==> config.mk <==
export PLATFORM = sky130hd
export DESIGN_NAME = dio_counter_pwm_port
export DESIGN_NICKNAME = d
export VERILOG_FILES = /design/src/logic/dio_port_pkg.sv /design/src/logic/dio_counter_pwm_port.sv
export VERILOG_INCLUDE_DIRS = /design/src /design/src/logic
export SDC_FILE = /design/constraint.sdc
export NUM_CORES = 2
export LEC_CHECK = 0
export BUFFER_PORTS_ARGS = -buffer_cell sky130_fd_sc_hd__buf_2
export CAP_MARGIN = 20
export CELL_PAD_IN_SITES_DETAIL_PLACEMENT = 1
export CELL_PAD_IN_SITES_GLOBAL_PLACEMENT = 1
export CORE_MARGIN = 2
export CORE_UTILIZATION = 35
export CTS_CLUSTER_DIAMETER = 200
export DETAILED_ROUTE_END_ITERATION = 10
export PLACE_DENSITY = 0.61
export SYNTH_ARGS = -nofsm -noshare
export SYNTH_HDL_FRONTEND = slang
export SYNTH_SLANG_ARGS = --single-unit
==> constraint.sdc <==
create_clock -name aclk -period 5.2 [get_ports aclk]
set_input_delay 0.78 -clock aclk [delete_from_list [all_inputs] [get_ports aclk]]
set_output_delay 0.78 -clock aclk [all_outputs]
set_load 0.05 [all_outputs]
==> src/logic/dio_port_cfg.svh <==
// Purpose: Offsets, field positions, reset values and timing counts of the I/O block.
// Assumes: Register index = byte address / 4; one byte register per word.
// Notes: Page = index[7:4], register within page = index[3:0].
`ifndef DIO_PORT_CFG_SVH
`define DIO_PORT_CFG_SVH
`define DIO_OUT_BASE 8'h00
`define DIO_BDIR 8'h06
`define DIO_FDIR 8'h07
`define DIO_IN_BASE 8'h08
`define DIO_FIN 8'h0d
`define DIO_HS_CTL 8'h0e
`define DIO_IRQ_STAT 8'h0f
`define CTR_PAGE 4'h1
`define CTR_CTL_OFS 3'h4
`define PWM_PAGES 3'h1
`define PWM_DUTY_OFS 3'h3
`define PWM_CTL_OFS 3'h6
`define CTR_SRC_LSB 0
`define CTR_GATE_BIT 2
`define CTR_OE_BIT 3
`define CTR_NEG_BIT 4
`define CTR_EVT_BIT 5
`define CTR_RUN_BIT 6
`define PWM_RUN_BIT 0
`define PWM_SLOW_BIT 1
`define PWM_NEG_BIT 2
`define PWM_OE_BIT 3
`define HS_LATCH_BIT 0
`define HS_ACK_BIT 1
`define REG_RST 8'h00
`define ACLK_HZ 28'd125000000
`define BOARD_HZ 28'd50000000
`define US_DIV 6'd50
`define US_ACLK_CYCLES 8'd125
`endif

==> src/logic/dio_port_pkg.sv <==
// Purpose: Types shared by the I/O block.
// Assumes: Nothing beyond the cfg header.
// Notes: Field positions live in the cfg header.
package dio_port_pkg;
  // Count source of a counter, held in its control byte.
  typedef enum logic [1:0] {SRC_BOARD, SRC_US, SRC_EXT, SRC_SPARE} ctr_src_t;
  // One host-visible register.
  typedef logic [7:0] byte_t;
endpackage

==> src/logic/dio_counter_pwm_port.sv <==
// Purpose: 48-line digital I/O with two counters and four modulators behind AXI4-Lite.
// Assumes: aclk 125 MHz; the 50 MHz board clock is an enable made from aclk.
// Notes: Byte registers sit in bits 7:0 of aligned words; upper bits read as zero.
// Notes on behaviour
// - 256 byte registers, 16 pages by function.
// - All accesses byte wide; wide values multi-byte.
// - 48 lines: five byte ports, eight bits.
// - One direction bit per byte port.
// - Bitwise port has per-bit direction register.
// - Enabled special function overrides direction and value.
// - Bits: gates, counter outputs, clocks, latch, ack.
// - Bits 3..0 may carry modulators 3..0.
// - Bitwise lines serve byte-port handshakes.
// - Reset: no functions, inputs, outputs zero.
// - Two independent 32-bit counter/timers.
// - Count source: 50 MHz, 1 MHz, external.
// - Optional gate line enables counting.
// - Optional counter output, selectable polarity.
// - Rate generator and external pulse counter.
// - Four 24-bit modulators, period and duty.
// - Period and duty writable while running.
// - Duty 0 to 100 percent, selectable polarity.
// - Modulator clock 50 MHz or 1 MHz.
// - Modulator reaches pin only when enabled.
// - Interrupts from both counters and I/O.
`timescale 1ns/100ps
`include "dio_port_cfg.svh"
module dio_counter_pwm_port import dio_port_pkg::*; #(
  parameter int CTR_W = 32,
  parameter int PWM_W = 24,
  parameter int ADDR_W = 12
) (
  input wire logic aclk,
  input wire logic aresetn,
  input wire logic [ADDR_W-1:0] awaddr,
  input wire logic [2:0] awprot,
  input wire logic awvalid,
  output logic awready,
  input wire logic [31:0] wdata,
  input wire logic [3:0] wstrb,
  input wire logic wvalid,
  output logic wready,
  output logic [1:0] bresp,
  output logic bvalid,
  input wire logic bready,
  input wire logic [ADDR_W-1:0] araddr,
  input wire logic [2:0] arprot,
  input wire logic arvalid,
  output logic arready,
  output logic [31:0] rdata,
  output logic [1:0] rresp,
  output logic rvalid,
  input wire logic rready,
  input wire logic [7:0] byte_port_0_lines_in,
  output logic [7:0] byte_port_0_lines_out,
  output logic [7:0] byte_port_0_lines_oe_n,
  input wire logic [7:0] byte_port_1_lines_in,
  output logic [7:0] byte_port_1_lines_out,
  output logic [7:0] byte_port_1_lines_oe_n,
  input wire logic [7:0] byte_port_2_lines_in,
  output logic [7:0] byte_port_2_lines_out,
  output logic [7:0] byte_port_2_lines_oe_n,
  input wire logic [7:0] byte_port_3_lines_in,
  output logic [7:0] byte_port_3_lines_out,
  output logic [7:0] byte_port_3_lines_oe_n,
  input wire logic [7:0] byte_port_4_lines_in,
  output logic [7:0] byte_port_4_lines_out,
  output logic [7:0] byte_port_4_lines_oe_n,
  input wire logic [7:0] bitwise_port_lines_in,
  output logic [7:0] bitwise_port_lines_out,
  output logic [7:0] bitwise_port_lines_oe_n,
  output logic [2:0] irq_request
);
  // Bus holding registers; one write and one read at a time.
  logic aw_full, w_full;
  logic [ADDR_W-1:0] aw_q;
  logic [7:0] w_q;
  logic wstrb0_q;
  // Host-written I/O state: output data (5 byte ports + bitwise), directions, handshake.
  logic [47:0] dout;
  logic [4:0] bdir;
  logic [7:0] fdir;
  logic [1:0] hs_ctl;
  logic [2:0] istat;
  // Three-flop input sampling; filt follows once the last two flops agree.
  logic [47:0] s1, s2, s3, filt, f_prev;
  logic [39:0] blatch;
  logic ack_q;
  // Registered pin drive.
  logic [39:0] bout, boe_n;
  logic [7:0] fout, foe_n;
  // Board-rate and microsecond enables.
  logic [27:0] acc;
  logic b50, us_tick;
  logic [5:0] pre;
  logic [31:0] hold;

  wire aw_take = awvalid & awready;
  wire w_take = wvalid & wready;
  wire wr_fire = aw_full & w_full & ~bvalid;
  wire ar_take = arvalid & arready;
  wire next_aw_full = wr_fire ? 1'b0 : (aw_full | aw_take);
  wire next_w_full = wr_fire ? 1'b0 : (w_full | w_take);
  wire next_bvalid = wr_fire | (bvalid & ~bready);
  wire next_rvalid = ar_take | (rvalid & ~rready);
  // Addresses above the 256-register window answer with a decode error.
  wire wr_in = (aw_q[ADDR_W-1:10] == '0);
  wire rd_in = (araddr[ADDR_W-1:10] == '0);
  wire wr_en = wr_fire & wr_in & wstrb0_q;
  wire [7:0] widx = aw_q[9:2];
  wire [7:0] ridx = araddr[9:2];
  // Write decode; each register is a byte, wide values are several bytes.
  wire wsel_dout = wr_en && (widx < `DIO_BDIR);
  wire wsel_bdir = wr_en && (widx == `DIO_BDIR);
  wire wsel_fdir = wr_en && (widx == `DIO_FDIR);
  wire wsel_hs = wr_en && (widx == `DIO_HS_CTL);
  wire wsel_irq = wr_en && (widx == `DIO_IRQ_STAT);
  wire wsel_ctr = wr_en && (widx[7:4] == `CTR_PAGE);
  wire wsel_pwm = wr_en && (widx[7:5] == `PWM_PAGES);
  wire [47:0] next_filt = (s3 & ~(s2 ^ s3)) | (filt & (s2 ^ s3));
  wire [7:0] f_filt = filt[47:40];
  wire [7:0] f_rise = f_filt & ~f_prev[47:40];
  wire latch_ev = hs_ctl[`HS_LATCH_BIT] & f_rise[6];
  wire [27:0] acc_sum = acc + `BOARD_HZ;

  // Per-channel results gathered from the generate loops.
  logic [2*CTR_W-1:0] cnt_all, load_all;
  logic [15:0] cctl_all;
  logic [1:0] ctr_tc, ctr_pin;
  logic [4*PWM_W-1:0] per_all, duty_all;
  logic [31:0] pctl_all;
  logic [3:0] pwm_raw;
  // Byte offered on the read channel, and the modulator index of a read.
  byte_t rd_byte;
  logic [1:0] rm;

  // AXI4-Lite handshakes; address and data may arrive in either order.
  always_ff @(posedge aclk) begin
    if (!aresetn) begin
      aw_full <= 1'b0;
      w_full <= 1'b0;
      bvalid <= 1'b0;
      rvalid <= 1'b0;
      awready <= 1'b0;
      wready <= 1'b0;
      arready <= 1'b0;
      bresp <= 2'h0;
      rresp <= 2'h0;
      rdata <= 32'h0;
      aw_q <= '0;
      w_q <= 8'h00;
      wstrb0_q <= 1'b0;
    end else begin
      aw_full <= next_aw_full;
      w_full <= next_w_full;
      bvalid <= next_bvalid;
      rvalid <= next_rvalid;
      awready <= ~next_aw_full & ~next_bvalid;
      wready <= ~next_w_full & ~next_bvalid;
      arready <= ~next_rvalid;
      if (aw_take) aw_q <= awaddr;
      if (w_take) begin
        w_q <= wdata[7:0];
        wstrb0_q <= wstrb[0];
      end
      if (wr_fire) bresp <= wr_in ? 2'h0 : 2'h3;
      // Only the low byte carries data; the rest reads as zero.
      if (ar_take) begin
        rdata <= {24'h0, rd_byte};
        rresp <= rd_in ? 2'h0 : 2'h3;
      end
    end
  end

  // Read selection.
  always_comb begin
    rm = ridx[4:3];
    rd_byte = 8'h00;
    if (!rd_in) rd_byte = 8'h00;
    else if (ridx < `DIO_BDIR) rd_byte = dout[ridx[2:0]*8 +: 8];
    else if (ridx == `DIO_BDIR) rd_byte = {3'h0, bdir};
    else if (ridx == `DIO_FDIR) rd_byte = fdir;
    // Byte port inputs read latched data while the latch handshake is on.
    else if (ridx < `DIO_FIN) rd_byte = hs_ctl[`HS_LATCH_BIT] ?
      blatch[(ridx[2:0]-3'h0)*8 +: 8] : filt[(ridx[2:0])*8 +: 8];
    else if (ridx == `DIO_FIN) rd_byte = f_filt;
    else if (ridx == `DIO_HS_CTL) rd_byte = {6'h0, hs_ctl};
    else if (ridx == `DIO_IRQ_STAT) rd_byte = {5'h0, istat};
    // Counter byte 0 is live and snapshots the rest for bytes 1..3.
    else if (ridx[7:4] == `CTR_PAGE && ridx[2:0] == 3'h0)
      rd_byte = cnt_all[ridx[3]*CTR_W +: 8];
    else if (ridx[7:4] == `CTR_PAGE && ridx[2:0] < `CTR_CTL_OFS)
      rd_byte = hold[ridx[1:0]*8 +: 8];
    else if (ridx[7:4] == `CTR_PAGE && ridx[2:0] == `CTR_CTL_OFS)
      rd_byte = cctl_all[ridx[3]*8 +: 8];
    else if (ridx[7:5] == `PWM_PAGES && ridx[2:0] < `PWM_DUTY_OFS)
      rd_byte = per_all[rm*PWM_W + ridx[1:0]*8 +: 8];
    else if (ridx[7:5] == `PWM_PAGES && ridx[2:0] < `PWM_CTL_OFS)
      rd_byte = duty_all[rm*PWM_W + (ridx[2:0]-`PWM_DUTY_OFS)*8 +: 8];
    else if (ridx[7:5] == `PWM_PAGES && ridx[2:0] == `PWM_CTL_OFS)
      rd_byte = pctl_all[rm*8 +: 8];
  end

  // Snapshot so a 32-bit count read as four bytes stays coherent.
  always_ff @(posedge aclk) begin
    if (!aresetn) hold <= 32'h0;
    else if (ar_take && ridx[7:4] == `CTR_PAGE && ridx[2:0] == 3'h0)
      hold <= cnt_all[ridx[3]*CTR_W +: CTR_W];
  end

  // Host-written I/O registers; all clear on reset.
  always_ff @(posedge aclk) begin
    if (!aresetn) begin
      dout <= 48'h0;
      bdir <= 5'h0;
      fdir <= `REG_RST;
      hs_ctl <= 2'h0;
    end else begin
      if (wsel_dout) dout[widx[2:0]*8 +: 8] <= w_q;
      if (wsel_bdir) bdir <= w_q[4:0];
      if (wsel_fdir) fdir <= w_q;
      if (wsel_hs) hs_ctl <= w_q[1:0];
    end
  end

  // Sticky requests: set wins over a write-one clear.
  always_ff @(posedge aclk) begin
    if (!aresetn) istat <= 3'h0;
    else istat <= (istat & ~(wsel_irq ? w_q[2:0] : 3'h0)) | {latch_ev, ctr_tc};
  end
  assign irq_request = istat;

  // Input sampling and the strobe-latch / acknowledge handshake.
  always_ff @(posedge aclk) begin
    if (!aresetn) begin
      s1 <= 48'h0;
      s2 <= 48'h0;
      s3 <= 48'h0;
      filt <= 48'h0;
      f_prev <= 48'h0;
      blatch <= 40'h0;
      ack_q <= 1'b0;
    end else begin
      s1 <= {bitwise_port_lines_in, byte_port_4_lines_in, byte_port_3_lines_in,
        byte_port_2_lines_in, byte_port_1_lines_in, byte_port_0_lines_in};
      s2 <= s1;
      s3 <= s2;
      filt <= next_filt;
      f_prev <= filt;
      if (latch_ev) blatch <= filt[39:0];
      ack_q <= latch_ev & hs_ctl[`HS_ACK_BIT];
    end
  end

  // Board-rate enable by fractional accumulation, then divide by 50.
  always_ff @(posedge aclk) begin
    if (!aresetn) begin
      acc <= 28'h0;
      b50 <= 1'b0;
      pre <= 6'h0;
      us_tick <= 1'b0;
    end else begin
      acc <= (acc_sum >= `ACLK_HZ) ? acc_sum - `ACLK_HZ : acc_sum;
      b50 <= acc_sum >= `ACLK_HZ;
      if (b50) pre <= (pre == `US_DIV - 6'h1) ? 6'h0 : pre + 6'h1;
      us_tick <= b50 && (pre == `US_DIV - 6'h1);
    end
  end

  // Two counter/timers.
  genvar c, m;
  generate
    for (c = 0; c < 2; c++) begin : g_ctr
      logic [CTR_W-1:0] load, cnt;
      logic [7:0] ctl;
      logic tog;
      ctr_src_t src;
      logic tick, tc;
      assign src = ctr_src_t'(ctl[`CTR_SRC_LSB +: 2]);
      // Source select and optional gate from the bitwise port.
      assign tick = ((src == SRC_BOARD) ? b50 : (src == SRC_US) ? us_tick :
        (src == SRC_EXT) ? f_rise[4+c] : 1'b0) &
        (~ctl[`CTR_GATE_BIT] | f_filt[c]);
      // Rate mode ends at 1 (divide by load); event mode wraps at all ones.
      assign tc = ctl[`CTR_RUN_BIT] & tick & (ctl[`CTR_EVT_BIT] ?
        (cnt == '1) : (cnt <= CTR_W'(1)));
      always_ff @(posedge aclk) begin
        if (!aresetn) begin
          load <= '0;
          ctl <= `REG_RST;
          cnt <= '0;
          tog <= 1'b0;
        end else begin
          if (wsel_ctr && widx[3] == c && widx[2:0] < `CTR_CTL_OFS)
            load[widx[1:0]*8 +: 8] <= w_q;
          if (wsel_ctr && widx[3] == c && widx[2:0] == `CTR_CTL_OFS) ctl <= w_q;
          if (!ctl[`CTR_RUN_BIT]) cnt <= ctl[`CTR_EVT_BIT] ? '0 : load;
          else if (tc) cnt <= ctl[`CTR_EVT_BIT] ? '0 : load;
          else if (tick) cnt <= ctl[`CTR_EVT_BIT] ? cnt + CTR_W'(1) : cnt - CTR_W'(1);
          if (!ctl[`CTR_RUN_BIT]) tog <= 1'b0;
          else if (tc) tog <= ~tog;
        end
      end
      assign cnt_all[c*CTR_W +: CTR_W] = cnt;
      assign load_all[c*CTR_W +: CTR_W] = load;
      assign cctl_all[c*8 +: 8] = ctl;
      assign ctr_tc[c] = tc;
      assign ctr_pin[c] = tog ^ ctl[`CTR_NEG_BIT];
    end
    // Four modulators; staged values take effect at the next period start.
    for (m = 0; m < 4; m++) begin : g_pwm
      logic [PWM_W-1:0] per, duty, act_per, act_duty, pc;
      logic [7:0] ctl;
      logic raw, tick;
      assign tick = ctl[`PWM_SLOW_BIT] ? us_tick : b50;
      always_ff @(posedge aclk) begin
        if (!aresetn) begin
          per <= '0;
          duty <= '0;
          act_per <= '0;
          act_duty <= '0;
          pc <= '0;
          ctl <= `REG_RST;
          raw <= 1'b0;
        end else begin
          if (wsel_pwm && widx[4:3] == m && widx[2:0] < `PWM_DUTY_OFS)
            per[widx[1:0]*8 +: 8] <= w_q;
          if (wsel_pwm && widx[4:3] == m && widx[2:0] >= `PWM_DUTY_OFS &&
            widx[2:0] < `PWM_CTL_OFS)
            duty[(widx[2:0]-`PWM_DUTY_OFS)*8 +: 8] <= w_q;
          if (wsel_pwm && widx[4:3] == m && widx[2:0] == `PWM_CTL_OFS) ctl <= w_q;
          if (!ctl[`PWM_RUN_BIT] || (tick && pc + PWM_W'(1) >= act_per)) begin
            pc <= '0;
            act_per <= per;
            act_duty <= duty;
          end else if (tick) pc <= pc + PWM_W'(1);
          // Duty 0 never high; duty at or above period always high.
          raw <= ctl[`PWM_RUN_BIT] & (pc < act_duty);
        end
      end
      assign per_all[m*PWM_W +: PWM_W] = per;
      assign duty_all[m*PWM_W +: PWM_W] = duty;
      assign pctl_all[m*8 +: 8] = ctl;
      assign pwm_raw[m] = raw ^ ctl[`PWM_NEG_BIT];
    end
  endgenerate

  // Bitwise port: plain direction first, special functions override it.
  logic [7:0] next_fdrv, next_fval;
  always_comb begin
    next_fdrv = fdir;
    next_fval = dout[47:40];
    for (int k = 0; k < 2; k++) begin
      if (cctl_all[k*8+`CTR_GATE_BIT]) next_fdrv[k] = 1'b0;
      if (cctl_all[k*8 +: 2] == 2'(SRC_EXT)) next_fdrv[4+k] = 1'b0;
      if (cctl_all[k*8+`CTR_OE_BIT]) begin
        next_fdrv[2+k] = 1'b1;
        next_fval[2+k] = ctr_pin[k];
      end
    end
    if (hs_ctl[`HS_LATCH_BIT]) next_fdrv[6] = 1'b0;
    if (hs_ctl[`HS_ACK_BIT]) begin
      next_fdrv[7] = 1'b1;
      next_fval[7] = ack_q;
    end
    // Modulators take bits 3..0 only when enabled onto them.
    for (int k = 0; k < 4; k++) begin
      if (pctl_all[k*8+`PWM_OE_BIT]) begin
        next_fdrv[k] = 1'b1;
        next_fval[k] = pwm_raw[k];
      end
    end
  end

  // Pin registers; reset leaves every line an input with zero data.
  always_ff @(posedge aclk) begin
    if (!aresetn) begin
      bout <= 40'h0;
      boe_n <= {40{1'b1}};
      fout <= 8'h00;
      foe_n <= 8'hff;
    end else begin
      bout <= dout[39:0];
      for (int k = 0; k < 5; k++) boe_n[k*8 +: 8] <= {8{~bdir[k]}};
      fout <= next_fval;
      foe_n <= ~next_fdrv;
    end
  end
  assign byte_port_0_lines_out = bout[7:0];
  assign byte_port_1_lines_out = bout[15:8];
  assign byte_port_2_lines_out = bout[23:16];
  assign byte_port_3_lines_out = bout[31:24];
  assign byte_port_4_lines_out = bout[39:32];
  assign byte_port_0_lines_oe_n = boe_n[7:0];
  assign byte_port_1_lines_oe_n = boe_n[15:8];
  assign byte_port_2_lines_oe_n = boe_n[23:16];
  assign byte_port_3_lines_oe_n = boe_n[31:24];
  assign byte_port_4_lines_oe_n = boe_n[39:32];
  assign bitwise_port_lines_out = fout;
  assign bitwise_port_lines_oe_n = foe_n;

  // Checks; helper gap counts aclk cycles between microsecond ticks.
  logic [7:0] gap;
  logic seen;
  always_ff @(posedge aclk) begin
    if (!aresetn) begin
      gap <= 8'h0;
      seen <= 1'b0;
    end else begin
      gap <= us_tick ? 8'h0 : gap + 8'h1;
      if (us_tick) seen <= 1'b1;
    end
  end
endmodule // dio_counter_pwm_port

# [Yosys cells after proc, flatten, opt, wreduce, memory -nomap -nowiden]
# Index checks and enable logic that the tools add are counted.
[word_totals] input_bits=121 mem_count=0 mem_bits_ro=0 word_cells=361 mem_bits_rw=0 out_inout_bits=140 latchBits=0 register_bits=1205
[classes] reduce_logical=66 div=0 eq_ne=29 mul=1 mux=74 order_cmp=21 shift=18 n_bitwise=64 addsub=18
[ops] cell="$mux W32" count=10
[ops] cell="$bwmux W24" count=8
[ops] cell="$mux W8" count=15
[ops] cell="$add A24 B1 Y24 const B" count=4
[ops] cell="$and A48 B48 Y48" count=2
[ops] cell="$ge A24 B24 Y1" count=4
[ops] cell="$lt A24 B24 Y1" count=4
[ops] cell="$shiftx A48 B7 Y8" count=2
[ops] cell="$shiftx A96 B33 Y8" count=1
[ops] cell="$shiftx A96 B9 Y8" count=1
[ops] cell="$shift A8 B34 Y24 const A" count=2
[ops] cell="$shiftx A8 B34 Y24" count=2
[ops] cell="$add A32 B1 Y32 const B" count=2
[ops] cell="$bwmux W32" count=2
[ops] cell="$eq A32 B32 Y1 const B" count=2
[ops] cell="$le A32 B1 Y1 const B" count=2
[ops] cell="$shiftx A32 B6 Y8" count=2
[ops] cell="$shiftx A64 B7 Y32" count=1
[ops] cell="$shiftx A64 B7 Y8" count=1
[ops] cell="$sub A32 B1 Y32 const B" count=2
[ops] cell="$bwmux W48" count=1
[ops] cell="$not A48 Y48" count=1
[ops] cell="$or A48 B48 Y48" count=1
[ops] cell="$shift A8 B34 Y48 const A" count=1
[ops] cell="other kinds (53)" count=218

# [Longest topological paths before layout]
[logic_depth] depth_word=16 mapped_depth=21 mapped_depth_nobuf=17

# [Least setup slack after synthesis]
# No wires, ideal clock.
[synth_path] path_kind="reg-to-reg" from="reg g_pwm[2].pc[0]" to="reg g_pwm[2].act_duty[0]" slack_ps=357 arrival_time_ps=4716 synth_period_minus_slack_ps=4843 t_required_ps=5072 stages_incl_launch_ff=21 path_buffers=4 setup_ps=128 cell_sequence="dfxtp_1 ha_1 nand3_1 or4_1 clkbuf_1 nor4_1 and3_1 and3_1 nand3_1 xnor2_1 ha_1 nor2b_1 o21ai_0 nand4b_1 nor2_1 a32o_1 clkbuf_1 clkbuf_1 clkbuf_1 mux2i_1 nor2_1"
[synth_between] elab_chain_cells=4
[synth_rtl] element="start, declared" line_no="dio_counter_pwm_port.sv:312" text="logic [PWM_W-1:0] per, duty, act_per, act_duty, pc;"
[synth_rtl] element="start signal, assigned" line_no="dio_counter_pwm_port.sv:336" text="end else if (tick) pc <= pc + PWM_W'(1);"
[synth_rtl] element="$add A24 B1 Y24" line_no="dio_counter_pwm_port.sv:332" text="if (!ctl[`PWM_RUN_BIT] || (tick && pc + PWM_W'(1) >= act_per)) begin"
[synth_rtl] element="$ge A24 B24 Y1" line_no="dio_counter_pwm_port.sv:332"
[synth_rtl] element="$logic_and A1 B1 Y1" line_no="dio_counter_pwm_port.sv:332"
[synth_rtl] element="$logic_or A1 B1 Y1" line_no="dio_counter_pwm_port.sv:332"
[synth_rtl] element="end signal, assigned" line_no="dio_counter_pwm_port.sv:335" text="act_duty <= duty;"
[synth_rtl] element="end, declared" line_no="dio_counter_pwm_port.sv:312"
# No other way between the ends.
# A chain may end at the register's enable or synchronous reset.

# [Final worst setup path]
# Ends and elaborated chain as after synthesis.

==> results.json <==
{
  "max_slew_margin": 0.204,
  "cts_num_sinks": 1123,
  "tightest_slew_ns": 1.19,
  "timing.max_cap.violations": 0,
  "syn_area_per_cell_um2": 8.63,
  "synth_enable_flop_cells": 0,
  "hold_viol_final": 0,
  "finalNonFillerCells": 8495,
  "rsz0062_at_grt": "false",
  "routabilityCongestion": 0.929,
  "grtUsageMet1": 0.343,
  "grt-ovfl-total": 0,
  "finish.net_count": 6701,
  "post_cts_hold_buffer_count": 0,
  "placed_area_mm2": 0.0574,
  "grt_pass1_wl_mm": 309,
  "antenna_violations_before_repair": 12,
  "timing.setup.tns_ns": 0,
  "n_fill_cell": 17947,
  "yosys_register_bits": 1123,
  "routed_wirelength_mm": 207,
  "initial_core_util": 0.353,
  "die_x_um": 399,
  "drtAntennaViolNets": 0,
  "synth.distinct_cells": 89,
  "final.setup_skew_ns": 0.0405,
  "numPlacedInstances": 8253,
  "tritoncts_clock_tree": "done",
  "type_of_the_tightest_min_delay_check": "in2reg",
  "die_h_um": 399,
  "post_route_cells_drive_above_1_share": 0.111,
  "avgViaCountPerCell": 5.55,
  "worst_ir_drop_vdd_uv": 339,
  "ys_top_cells_by_count": "sky130_fd_sc_hd__dfxtp_1 (1,123), sky130_fd_sc_hd__nor2_1 (719), sky130_fd_sc_hd__nand2_1 (563)",
  "rows": 144,
  "clk_latency_ns": 0.80,
  "routed-via-count": 47110,
  "power_density_mw_per_mm2": 335,
  "groute.layer.met3.usage": 0.0420,
  "drc": 0,
  "core_mm2": 0.154,
  "first_global_vias": 47144,
  "drv_slew": 0,
  "synth-async-reset-ratio": 0,
  "cts-root-to-sink-buffers": 3,
  "grt_start_max_net_pins": 141,
  "clk_pin_slew_ns": 0.06,
  "critical_path.max_fanout": 12,
  "leakage_nw": 23.1,
  "cp.required_ns": 5.83,
  "dominantRegCellSynth": "sky130_fd_sc_hd__dfxtp_1",
  "post_syn_area_mm2": 0.0545,
  "max_freq_ghz": 0.209,
  "grt_use_met2": 0.418,
  "ys_top_cells_by_area": "sky130_fd_sc_hd__dfxtp_1 (41%), sky130_fd_sc_hd__mux2i_1 (7.3%), sky130_fd_sc_hd__ha_1 (5.4%)",
  "ioPinCount": 261,
  "detailed_place_hpwl_mm": 151,
  "grt_usage": 0.258,
  "syn2layout_area_growth_pct": 13.9,
  "post-route-min-period_ns": 4.78,
  "finalInstanceArea_mm2": 0.0621,
  "cts.root.buffer_cell": "sky130_fd_sc_hd__clkbuf_16",
  "wl_per_cell_um": 24.4,
  "worstSetupPathType": "reg2reg",
  "sequential_cell_area_fraction_in_the_yosys_report": 0.413,
  "critPathLaunchType": "register",
  "buffer_ports.inserted": 199,
  "count_leader_synth": "sky130_fd_sc_hd__dfxtp_1",
  "detail_route.iter0.violations": 3445,
  "crit_path_end_kind": "register",
  "synth_top_area_cell": "sky130_fd_sc_hd__dfxtp_1",
  "synth_top_area_frac": 0.413,
  "area_of_the_die_mm2": 0.159,
  "synth-warning-count": 0,
  "synthesis.instances": 6314,
  "timing.final.setup_violations": 0,
  "firstDrtPassIters": 6,
  "top_usage_layer": "met2",
  "result_of_the_run": "finished, final reports clean",
  "clock_tree.htree_level_count": 4,
  "numCtsBuffers": 133,
  "worst_ep_arrival_time_ns": 5.42,
  "min_period_over_period": 0.919
}
## layout make-up
class                      instances  area (um^2)  share of cell area
antenna                            6         15.0            0.000242
multi-input combinational       4502        29300               0.472
sequential                      1123        22500               0.362
timing repair buffer             337         2130              0.0344
clock inverter                    50          801              0.0129
inverter                         247          935              0.0151
clock buffer                     186         3850              0.0620
tap                             2044         2560              0.0412
## layout by cell type (no fill, tap or decap), drive strengths merged, types with 9 or more instances in the layout
cell type,netlist,layout
or2,19,19
o31ai,22,22
mux4,88,88
a21o,67,67
inv,246,249
nand3,343,343
o21ai,334,334
conb,1,24
a211oi,67,67
a221oi,15,15
dfxtp,1123,1123
nand2b,39,39
a31o,10,10
nand4,65,65
or3,28,28
nor4,48,48
buf,105,337
a21oi,507,507
o21a,11,11
and3,42,42
a31oi,38,38
a22oi,30,30
xor2,102,102
clkbuf,360,186
and4,13,13
nand2,563,563
nor2,719,719
bufinv,0,11
nor3,92,92
nand3b,11,11
xnor2,125,125
mux2i,398,398
and2,226,226
ha,234,234
or4,21,21
nor2b,29,29
clkinv,1,30
o211ai,21,21
o22ai,31,31
a222oi,9,9
## metrics by stage
stage	power, mW	worst slack, ns	utilization	hold slack (ns)
2_1_floorplan	10.5	0.357	-	0.367
3_3_place_gp	11.1	0.420	0.372	0.415
5_1_grt	21.6	0.0524	0.402	0.165
3_5_place_dp	11.1	0.380	0.372	0.420
6_report	20.8	0.419	0.402	0.192
4_1_cts	21.0	0.351	0.402	0.136
## critical path, cell delays in order (launching register included)
cell and delay, ns:
sky130_fd_sc_hd__dfxtp_1 0.45, sky130_fd_sc_hd__ha_1 0.25, sky130_fd_sc_hd__nand3_1 0.22, sky130_fd_sc_hd__or4_4 0.62, sky130_fd_sc_hd__nor4_1 0.34, sky130_fd_sc_hd__buf_4 0.19
sky130_fd_sc_hd__and3_1 0.22, sky130_fd_sc_hd__and3_1 0.26, sky130_fd_sc_hd__nand3_1 0.12, sky130_fd_sc_hd__xnor2_1 0.19, sky130_fd_sc_hd__ha_1 0.27, sky130_fd_sc_hd__nor2b_1 0.13
sky130_fd_sc_hd__o21ai_0 0.18, sky130_fd_sc_hd__nand4b_1 0.11, sky130_fd_sc_hd__nor2_1 0.13, sky130_fd_sc_hd__a32o_4 0.37, sky130_fd_sc_hd__buf_4 0.29, sky130_fd_sc_hd__mux2i_1 0.23
sky130_fd_sc_hd__nor2_1 0.06
## path summary, 6_finish.rpt
check	from	end	slack, ns	depth (start not counted)
max	g_pwm[2].pc[0]	g_pwm[2].act_duty[0]	0.42	18
min	byte_port_0_lines_in[6]	s1[6]	0.19	2
max reg2reg	g_pwm[2].pc[0]	g_pwm[2].act_duty[0]	0.42	18
min reg2reg	s1[11]	s2[11]	0.43	1
## cell families (layout without fill, tap and decap cells)
kind of cell,Yosys count,count (layout),synth area share
AND/OR/NAND/NOR,2279,2279,0.196
other,1,30,0.0000688
XOR/XNOR,227,227,0.0365
AO/OA/AOI/OAI,1244,1244,0.136
multiplexers,492,492,0.111
buffers and inverters,712,820,0.0535
flip-flops,1123,1123,0.413
adder cells (fa/ha/maj),236,236,0.0545
## flip-flops by register name, indices dropped and copies added (netlist names), 64 cells and up, named ones only
name	cells
g_pwm.act_duty	96
g_pwm.act_per	96
g_pwm.duty	96
g_pwm.pc	96
g_pwm.per	96
g_ctr.cnt	64
g_ctr.load	64
## layer usage
layer,routed length (um),up-vias
li1,-,21974
met1,91400,23533
met2,95400,1267
met3,12000,330
met4,8230,6
met5,47,-
## report_power, final
part | internal, mW | leakage, nW | switching (mW) | total, mW
sequential | 8.74 | 9.08 | 0.169 | 8.90
clock | 5.79 | 2.25 | 4.08 | 9.87
combinational | 0.665 | 11.8 | 1.38 | 2.04
total | 15.2 | 23.1 | 5.63 | 20.8
## what timing repair did
| item | CTS | global route |
|---|---|---|
| setup buffers | 0 | 0 |
| resized for setup | 0 | 1 |
| setup endpoints to repair | 0 | 6 |
No activity file was read; power rests on OpenSTA's default activity.
